--- src/hw/ubst_pkg.sv ---
// package: constants for the break/sync transmitter
// assumes: one 100 MHz clock, synchronous active-high reset
package ubst_pkg;
   localparam int DATA_W = 8;
   localparam int BREAK_ZEROS = 12;
   localparam int BAUD_DIV_DEF = 868;
   localparam int CLK_MHZ = 100;
   localparam logic [7:0] SYNC_BYTE = 8'h55;
   localparam logic TX_IDLE = 1'b1;
   localparam logic START_LVL = 1'b0;
   localparam logic STOP_LVL = 1'b1;
   localparam logic [3:0] FRAME_BITS_NORM = 4'h8;
   localparam logic [3:0] FRAME_BITS_BRK = 4'hC;
   typedef enum logic [1:0] {
      UBST_IDLE = 2'b00,
      UBST_START = 2'b01,
      UBST_DATA = 2'b10,
      UBST_STOP = 2'b11
   } ubst_state_t;
endpackage : ubst_pkg

--- src/hw/ubst_baud_gen.sv ---
// baud tick generator: one-cycle pulse every div_i clocks
// assumes: div_i stable while the shifter is busy
`timescale 1ns/1ps
module ubst_baud_gen #(
   parameter int CNT_W = 16
) (
   // clock and reset
   input wire logic core_clk_i,
   input wire logic sys_rst_i,
   // control
   input wire logic run_i,
   input wire logic [CNT_W-1:0] div_i,
   // tick
   output logic tick_o
);
   logic [CNT_W-1:0] cnt_r;

   // refuse a counter too narrow to count a bit time
   if (CNT_W < 2) begin : g_bad_cnt
      $error("ubst_baud_gen: CNT_W too small");
   end

   // counts down while running, reloads from div_i at zero, the cycle after each tick
   always_ff @(posedge core_clk_i) begin
      if (sys_rst_i || !run_i) begin
         cnt_r <= '0;
      end else if (cnt_r == '0) begin
         cnt_r <= div_i - CNT_W'(1);
      end else begin
         cnt_r <= cnt_r - CNT_W'(1);
      end
   end

   assign tick_o = run_i && (cnt_r == CNT_W'(1) || (div_i == CNT_W'(1)));
endmodule : ubst_baud_gen

--- src/hw/ubst_tx.sv ---
// break-capable serial transmitter with one-byte holding register
// assumes: write strobe from logic on core_clk_i; lin slave on tx_o
`timescale 1ns/1ps
// Function
// - break is start bit, twelve zero bits, then stop bit at baud rate
// - break begins on holding-register write with break request and enable set
// - data written for a break is discarded; only zeros shifted
// - break request clears itself after the break stop bit completes
// - next byte is accepted into holding register while break shifts
// - shift-register-empty low while shifting, high when line idle
// - queued sync byte follows the break with no software action
// - transmit-buffer-empty flag sets when holding register frees
module ubst_tx #(
   parameter int BAUD_DIV = ubst_pkg::BAUD_DIV_DEF,
   parameter int CNT_W = 16
) (
   // clock and reset
   input wire logic core_clk_i,
   input wire logic sys_rst_i,
   // control bits
   input wire logic transmit_enable_bit_i,
   input wire logic break_request_set_i,
   output logic break_request_bit_o,
   // holding register write
   input wire logic thr_wr_i,
   input wire logic [ubst_pkg::DATA_W-1:0] thr_data_i,
   // status
   output logic transmit_buffer_empty_flag_o,
   output logic shift_register_empty_flag_o,
   // serial line
   output logic tx_o
);
   // shifter holds the longest data portion, the break
   localparam int SH_W = ubst_pkg::BREAK_ZEROS;

   // refuse settings the logic cannot serve
   if (CNT_W < 2 || CNT_W > 30) begin : g_bad_cnt
      $error("ubst_tx: bad CNT_W");
   end
   if (BAUD_DIV < 1 || BAUD_DIV >= (1 << CNT_W)) begin : g_bad_div
      $error("ubst_tx: bad BAUD_DIV");
   end
   if (ubst_pkg::DATA_W >= SH_W || SH_W > 15) begin : g_bad_frame
      $error("ubst_tx: frame does not fit the shifter");
   end
   if (ubst_pkg::FRAME_BITS_BRK != 4'(SH_W)) begin : g_bad_len
      $error("ubst_tx: break length and shifter width differ");
   end

   // frame state and holding register
   ubst_pkg::ubst_state_t state_r;
   logic brk_req_r;
   logic thr_full_r;
   logic thr_brk_r;
   logic [ubst_pkg::DATA_W-1:0] thr_r;
   // shifter and counters
   logic [SH_W-1:0] shreg_ld;
   wire logic [SH_W-1:0] shreg_bits;
   logic [3:0] bit_cnt_r;
   logic [3:0] bits_tot_r;
   logic shift_brk_r;
   logic tx_r;
   // frame events
   logic tick;
   logic load;
   logic stop_done;
   logic shift_en;
   logic last_bit;

   // baud tick runs only while a frame is on the line
   ubst_baud_gen #(.CNT_W(CNT_W)) u_baud (
      .core_clk_i(core_clk_i),
      .sys_rst_i(sys_rst_i),
      .run_i(state_r != ubst_pkg::UBST_IDLE),
      .div_i(CNT_W'(BAUD_DIV)),
      .tick_o(tick)
   );

   // load from holding register, stop end, data shift and last data bit
   assign load = (state_r == ubst_pkg::UBST_IDLE) && thr_full_r && transmit_enable_bit_i;
   assign stop_done = (state_r == ubst_pkg::UBST_STOP) && tick;
   assign shift_en = (state_r == ubst_pkg::UBST_DATA) && tick;
   assign last_bit = shift_en && (bit_cnt_r == bits_tot_r - 4'h1);

   // shifter load value: zeros for a break, else the held byte
   assign shreg_ld = thr_brk_r ? '0
                     : {{(SH_W - ubst_pkg::DATA_W){1'b0}}, thr_r};

   // break request: software set, hardware clear after break stop bit
   always_ff @(posedge core_clk_i) begin
      if (sys_rst_i) begin
         brk_req_r <= 1'b0;
      end else if (break_request_set_i) begin
         brk_req_r <= 1'b1;
      end else if (stop_done && shift_brk_r) begin
         brk_req_r <= 1'b0;
      end
   end

   // holding register; a write during a break is accepted
   always_ff @(posedge core_clk_i) begin
      if (sys_rst_i) begin
         thr_full_r <= 1'b0;
         thr_brk_r <= 1'b0;
         thr_r <= '0;
      end else if (thr_wr_i && (!thr_full_r || load)) begin
         thr_full_r <= 1'b1;
         // break only if request set and no break already pending or shifting
         thr_brk_r <= brk_req_r && transmit_enable_bit_i
                      && !(thr_full_r && thr_brk_r) && !shift_brk_r;
         thr_r <= thr_data_i;
      end else if (load) begin
         thr_full_r <= 1'b0;
         thr_brk_r <= 1'b0;
      end
   end

   // frame state: idle, start bit, data bits, stop bit
   always_ff @(posedge core_clk_i) begin
      if (sys_rst_i) begin
         state_r <= ubst_pkg::UBST_IDLE;
      end else begin
         unique case (state_r)
            ubst_pkg::UBST_IDLE: begin
               if (load) begin
                  state_r <= ubst_pkg::UBST_START;
               end
            end
            ubst_pkg::UBST_START: begin
               if (tick) begin
                  state_r <= ubst_pkg::UBST_DATA;
               end
            end
            ubst_pkg::UBST_DATA: begin
               if (last_bit) begin
                  state_r <= ubst_pkg::UBST_STOP;
               end
            end
            ubst_pkg::UBST_STOP: begin
               if (tick) begin
                  state_r <= ubst_pkg::UBST_IDLE;
               end
            end
         endcase
      end
   end

   // break mark of the frame in the shifter
   always_ff @(posedge core_clk_i) begin
      if (sys_rst_i) begin
         shift_brk_r <= 1'b0;
      end else if (load) begin
         shift_brk_r <= thr_brk_r;
      end else if (stop_done) begin
         shift_brk_r <= 1'b0;
      end
   end

   // data bits in this frame: a byte or the break zeros
   always_ff @(posedge core_clk_i) begin
      if (sys_rst_i) begin
         bits_tot_r <= ubst_pkg::FRAME_BITS_NORM;
      end else if (load) begin
         if (thr_brk_r) begin
            bits_tot_r <= ubst_pkg::FRAME_BITS_BRK;
         end else begin
            bits_tot_r <= ubst_pkg::FRAME_BITS_NORM;
         end
      end
   end

   // data bit counter, one step per tick in the data state
   always_ff @(posedge core_clk_i) begin
      if (sys_rst_i || load) begin
         bit_cnt_r <= '0;
      end else if (shift_en) begin
         bit_cnt_r <= bit_cnt_r + 4'h1;
      end
   end

   // one flop per shifter bit: load, then take the upper neighbour
   for (genvar b = 0; b < SH_W; b++) begin : g_shbit
      logic bit_r;
      logic fill;
      if (b == SH_W - 1) begin : g_top
         assign fill = 1'b0;
      end else begin : g_mid
         assign fill = shreg_bits[b + 1];
      end
      always_ff @(posedge core_clk_i) begin
         if (sys_rst_i) begin
            bit_r <= 1'b0;
         end else if (load) begin
            bit_r <= shreg_ld[b];
         end else if (shift_en) begin
            bit_r <= fill;
         end
      end
      assign shreg_bits[b] = bit_r;
   end

   // line level registered from state
   always_ff @(posedge core_clk_i) begin
      if (sys_rst_i) begin
         tx_r <= ubst_pkg::TX_IDLE;
      end else begin
         unique case (state_r)
            ubst_pkg::UBST_START: tx_r <= ubst_pkg::START_LVL;
            ubst_pkg::UBST_DATA: tx_r <= shreg_bits[0];
            ubst_pkg::UBST_STOP: tx_r <= ubst_pkg::STOP_LVL;
            ubst_pkg::UBST_IDLE: tx_r <= ubst_pkg::TX_IDLE;
         endcase
      end
   end

   // status and line outputs
   assign tx_o = tx_r;
   assign break_request_bit_o = brk_req_r;
   assign transmit_buffer_empty_flag_o = !thr_full_r;
   assign shift_register_empty_flag_o = (state_r == ubst_pkg::UBST_IDLE);
endmodule : ubst_tx

--- config.mk ---
export PLATFORM = sky130hd
export DESIGN_NAME = ubst_tx
export DESIGN_NICKNAME = d
export VERILOG_FILES = /design/src/hw/ubst_pkg.sv /design/src/hw/ubst_baud_gen.sv /design/src/hw/ubst_tx.sv
export SDC_FILE = /design/constraint.sdc
export NUM_CORES = 1
export LEC_CHECK = 0
export ABC_AREA = 1
export BUFFER_PORTS_ARGS = -buffer_cell sky130_fd_sc_hd__buf_2
export CORE_ASPECT_RATIO = 1.75
export CORE_UTILIZATION = 45
export DETAILED_ROUTE_END_ITERATION = 8
export GPL_TIMING_DRIVEN = 0
export MAX_ROUTING_LAYER = met4
export PLACE_DENSITY = 0.66
export SLEW_MARGIN = 10
export SYNTH_ARGS = -nofsm -noshare
export SYNTH_HDL_FRONTEND = slang
export SYNTH_SLANG_ARGS = --single-unit
--- constraint.sdc ---
create_clock -name core_clk_i -period 1.85 [get_ports core_clk_i]
set_input_delay 0.185 -clock core_clk_i [delete_from_list [all_inputs] [get_ports core_clk_i]]
set_output_delay 0.185 -clock core_clk_i [all_outputs]
set_load 0.01 [all_outputs]
==> results of run 1 <==
-- worst reg2reg max path, cell delays in order (launching register included) --
cell	delay, ps
dfxtp_1	340
inv_1	110
ha_2	260
nand3_2	170
or2_0	240
buf_4	180
o21ai_2	110
nand2_1	70
a21oi_2	150
-- stage by stage --
| step | util | std cells |
|---|---|---|
| floorplan | - | 288 |
| global route | 0.5371 | 365 |
| detailed placement | 0.5059 | 355 |
| finish | 0.5371 | 365 |
| CTS | 0.5315 | 363 |
| global placement | 0.5059 | 355 |
-- registers in the layout (all words and copies together) (netlist names) --
name / count
bit_cnt_r: 4
bits_tot_r: 1
break_request_bit_o: 1
g_shbit.bit_r: 1
g_shbit.fill: 7
shift_brk_r: 1
state_r: 2
thr_brk_r: 1
thr_full_r: 1
thr_r: 8
tx_o: 1
u_baud.cnt_r: 16
-- where the power goes --
group / total [mW] / switching (mW) / internal (mW)
clock network: 0.765 / 0.358 / 0.407
registers: 1.29 / 0.144 / 1.15
logic: 2.01 / 1.32 / 0.699
total: 4.07 / 1.82 / 2.25
-- synth_stat cells --
master,number,area [µm²]
o31ai_1,1,7.510
o21a_1,1,7.510
nand2_1,62,232.7
nor2_1,30,112.6
nand2_2,6,37.54
buf_2,2,10.01
clkinv_1,1,3.750
buf_4,1,7.510
o21bai_2,1,11.26
nand3_2,2,20.02
xor2_1,3,26.28
inv_1,38,142.6
o21bai_1,1,7.510
o21ai_0,14,70.07
nand3_1,11,55.05
or2_0,2,12.51
o21ai_1,1,5.000
nand4_1,1,6.260
inv_2,1,3.750
nor2_4,2,22.52
a21boi_2,1,11.26
nor3_1,1,5.000
clkbuf_1,2,7.510
dfxtp_1,44,880.8
nor2_2,3,18.77
ha_1,8,100.1
a21oi_1,29,145.1
a21oi_2,6,52.55
o21ai_2,6,52.55
or2_2,2,12.51
a41oi_1,1,8.760
nand3b_1,2,15.01
a31oi_1,2,12.51
-- kinds of logic (layout without fill, tap and decap cells) --
family | after synthesis | after routing | share of synthesized area
flip-flops | 44 | 44 | 0.4146
buffers and inverters | 45 | 71 | 0.08245
adder cells (fa/ha/maj) | 8 | 8 | 0.04712
AO/OA/AOI/OAI | 64 | 64 | 0.1843
AND/OR/NAND/NOR | 124 | 124 | 0.2591
XOR/XNOR | 3 | 3 | 0.01237
-- layer usage --
layer | GRT usage | up-vias | wire, µm
met4 | 0.06579 | 0 | 64
met5 | - | - | 0
met3 | 0.03448 | 5 | 99
met1 | 0.1907 | 822 | 1769
li1 | - | 964 | -
met2 | 0.3683 | 19 | 2396
-- worst paths after layout --
path | to | cells after the start
min | thr_r[7] | 3
min reg2reg | g_shbit[6].fill | 2
max reg2reg | g_shbit[1].fill | 8
max | g_shbit[1].fill | 8
-- placed cells by master (no fill, tap or decap), types with 2 or more instances in the layout --
| master | Yosys | routed |
|---|---|---|
| inv_1 | 38 | 38 |
| nor2_4 | 2 | 2 |
| nand3_1 | 11 | 11 |
| a31oi_1 | 2 | 2 |
| nor2_2 | 3 | 3 |
| xor2_1 | 3 | 3 |
| nor2_1 | 30 | 30 |
| nand2_2 | 6 | 6 |
| or2_2 | 2 | 2 |
| nand3b_1 | 2 | 2 |
| ha_1 | 8 | 7 |
| nand2_1 | 62 | 61 |
| buf_2 | 2 | 18 |
| clkbuf_1 | 2 | 2 |
| nand3_2 | 2 | 2 |
| o21ai_2 | 6 | 6 |
| o21ai_0 | 14 | 14 |
| dfxtp_1 | 44 | 44 |
| clkbuf_8 | 0 | 5 |
| buf_4 | 1 | 3 |
| a21oi_2 | 6 | 6 |
| or2_0 | 2 | 2 |
| a21oi_1 | 29 | 29 |
-- final cells by class --
class | count | area, µm² | area share
well taps | 51 | 63.81 | 0.02649
repair buffers | 18 | 95.09 | 0.03948
clock inverters | 3 | 46.29 | 0.01922
inverters | 40 | 150.1 | 0.06234
multi-input cells | 199 | 1079 | 0.4478
plain buffers | 5 | 25.02 | 0.01039
flip-flops and latches | 44 | 880.8 | 0.3657
clock buffers | 5 | 68.82 | 0.02857
-- what timing repair did --
item | in CTS | in global routing
gates resized for setup | 0 | 3
setup endpoints to repair | 0 | 12
hold buffers | 0 | 0
buffers inserted | 0 | 2
==> flow_summary.toml, run 1 <==
[cells_and_area]
fillCellCount = 455
stdcell_area_um2 = 2409
final_layout_size_suffix_gt1_frac = 0.1943
final_net_count = 334
n_antenna_cell = 0
syn_to_final_growth_pct = 13.37

[global_routing]
grt_pass1_vias = 1712
grtUsageTotal = 0.1975
grt_pass1_wl_um = 7134
overflow = 0
antenna_found_initial = 0
grt_start_max_net_pins = 16

[sta]
worst_slack_ps = 168.5
setup_tns_ps = 0
worst-slew-pin-transition_ps = 621.6
hold_ws_ps = 135.8
setup-violations-final = 0
rsz0062_at_grt = "no"
finalHoldViolations = 0
min_period_ps = 1681
fmax_mhz = 594.7
finalClockSkew_ps = 9.420
maxSlewHeadroom = 0.5856
drv_slew = 0
period_share = 0.9089

[synth]
syn-num-nets = 309
synthCells = 288
synth_cell_type_count = 33
ys_ff_latch = 44
synth.avg_cell_area_um2 = 7.377
ys_seq_area_frac = 0.4146
netlist_area_um2 = 2125
yosys_warnings = 0

[pwr]
power_mw = 4.069
ir_drop_mv = 1.483
p_leak_nw = 1.036
cellPowerDensity_nw_per_um2 = 1689

[detailed_routing]
dr.pass1.iters = 4
vias = 1810
detail_route.wl_per_cell_um = 11.86
drc_errors = 0
ant_nets = 0
first_iter_violations = 40
wl_um = 4329
vias_per_cell = 4.959

[worst_setup_path]
reg2reg_from = "state_r[0]"
startpoint_type = "flip-flop"
critPathBufInv = 2
critical-path-top-delay-family = "simple AND/OR/NAND/NOR gates"
crit_arrival_ps = 1910
worstPathRequired_ps = 2080
crit_slowest_cell = "dfxtp_1"
path_max_fanout = 8
regToRegSetupSlack_ps = 170
worstSetupEndpointType = "flip-flop"
max_stage_delay_ps = 340
path_class = "flip-flop to flip-flop"
crit_start = "state_r[0]"
path_cells = "inv_1 > ha_2 > nand3_2 > or2_0 > buf_4 > o21ai_2 > nand2_1 > a21oi_2"

[min_path]
hold_path_class = "input port to flip-flop"
min-delay-start = "thr_data_i[7]"

[floorplanning]
start_util = 0.4738
coreArea_um2 = 4484
fp.dieH_um = 92.90
ios = 17
rows = 32
die-area_um2 = 5011
die_w_um = 53.94

[flow_run]
maxCapViolations = 0

[place]
io_buffers = 16
dp_hpwl_um = 3320
place_congestion = 0.8821
dpl_cell_area_um2 = 2268
pre_cts_ws_ps = 58.02

[clock_tree]
cts_tree = "done"
insertion_delay_ps = 300
htree_levels = 2
cts_made_buffers = 5
cts_root_buf = "clkbuf_8"
cts_buffer_depth = 2
clk_pin_slew_worst_paths_ps = 100
numClockSinks = 44

[outcome]
outcome = "completed"
(Power assumes the default switching activity.)
==> inputs of run 2 (changes only) <==
BUFFER_PORTS_ARGS = default   (was -buffer_cell sky130_fd_sc_hd__buf_2)
DONT_BUFFER_PORTS = 1   (was default)
PLACE_DENSITY = 0.63   (was 0.66)
==> flow_summary.toml, run 2 (synthesis gave the netlist of run 1 again) <==
[outcome]
outcome = "completed"

[place]
place_congestion = 0.8678
io_buffers = 0
dpl_cell_area_um2 = 2188
pre_cts_ws_ps = -19.96
dp_hpwl_um = 3232

[cells_and_area]
post-route-util = 0.5153
layout.cells.most_common = "nand2_1"
registers.top_by_ff_count = "u_baud.cnt_r"
layout_common_cells = "nand2_1, dfxtp_1, inv_1, nor2_1, a21oi_1"
final_layout_size_suffix_gt1_frac = 0.1481
stdcell_area_um2 = 2311
final_net_count = 317
syn_to_final_growth_pct = 8.775
largest_reg_flops = 16
n_antenna_cell = 0

[clock_tree]
cts_tree = "done"
cts_root_buf = "clkbuf_8"
cts_made_buffers = 5
htree_levels = 2
numClockSinks = 44
clk_pin_slew_worst_paths_ps = 90
cts_buffer_depth = 2
holdBufCountCts = 0
insertion_delay_ps = 300

[sta]
fmax_mhz = 597.4
setup-violations-final = 0
min_period_ps = 1674
maxSlewHeadroom = 0.6034
finalClockSkew_ps = 11.37
drv_slew = 0
period_share = 0.9048
finalHoldViolations = 0
setup_tns_ps = 0
worst_slack_ps = 176.1
worst-slew-pin-transition_ps = 594.9
rsz0062_at_grt = "yes"

[worst_setup_path]
crit_start = "state_r[0]"
worstSetupEndpointType = "flip-flop"
path_max_fanout = 8
startpoint_type = "flip-flop"
crit_arrival_ps = 1850
reg2reg_from = "state_r[0]"
worstPathRequired_ps = 2030
path_class = "flip-flop to flip-flop"

[pwr]
power_mw = 3.922
cellPowerDensity_nw_per_um2 = 1697
ir_drop_mv = 1.388
p_leak_nw = 0.9600

[global_routing]
grt_pass1_vias = 1681
antenna_found_initial = 0
grtUsageMet3 = 0.03612
met1_usage = 0.1849
gr-usage-met2 = 0.3621
overflow = 0
grt_start_max_net_pins = 16
busiest_layer = "met2"
grt_pass1_wl_um = 6955
grtUsageTotal = 0.1949

[floorplanning]
ios = 17
coreArea_um2 = 4484
start_util = 0.4738
die-area_um2 = 5011
die_w_um = 53.94
fp.dieH_um = 92.90
rows = 32

[detailed_routing]
vias = 1771
ant_nets = 0
wl_um = 4254
vias_per_cell = 5.089
first_iter_violations = 44
dr.pass1.iters = 4
detail_route.wl_per_cell_um = 12.22
drc_errors = 0

[flow_run]
maxCapViolations = 0

[min_path]
min-delay-start = "break_request_set_i"
hold_path_class = "input port to flip-flop"
-- run 2: cell types whose count changed in the layout (fill, tap and decap cells not counted), sizes merged --
cell	before	now
inv	40	39
clkinvlp	1	2
clkinv	1	2
bufinv	1	0
buf	21	3
clkbuf	7	8
-- run 2: cell type report --
| cell class | instances | area, µm² |
|---|---|---|
| Sequential cell | 44 | 880.8 |
| Clock buffer | 5 | 68.82 |
| Inverter | 40 | 150.1 |
| Clock inverter | 3 | 23.77 |
| Multi-Input combinational cell | 199 | 1089 |
| Fill cell | 465 | 2173 |
| Timing Repair Buffer | 1 | 7.507 |
| Tap cell | 51 | 63.81 |
| Buffer | 5 | 27.53 |
-- run 2: worst paths after layout --
| kind | end | slack [ps] | depth (start not counted) |
|---|---|---|---|
| setup / recovery | g_shbit[5].fill | 180 | 10 |
| hold / removal | break_request_bit_o | 50 | 2 |
| setup reg to reg | g_shbit[5].fill | 180 | 10 |
| hold reg to reg | g_shbit[6].fill | 470 | 2 |
-- run 2: per-layer routing --
metal / part of all wire / routed length, µm
met1: 0.41 / 1757
met2: 0.54 / 2292
met3: 0.030 / 129
met4: 0.017 / 74
met5: 0 / 0
-- run 2: where the power goes --
part	switching, mW	internal, mW
sequential	0.152	1.15
clock	0.357	0.268
combinational	1.31	0.690
total	1.82	2.10
-- run 2: critical path, stage by stage (launching register included) --
cell and delay, ps:
dfxtp_1 370, inv_1 110, ha_4 210, nor2_1 100, nand2_1 70, nor2_1 110
nand3_2 180, nand2_4 160, inv_2 90, nand2_1 80, a21oi_2 50
-- run 2: timing repair --
item                       4_1_cts  5_1_grt
setup endpoints to repair        1       12
setup buffers                    0        1
resized for setup                1        4
-- run 2: metrics by stage --
stage,hold slack (ps),std cells
finish,50.11,348
global route,48.44,348
CTS,45.83,347
detailed placement,365.3,339
global placement,360.0,339
floorplan,349.9,288
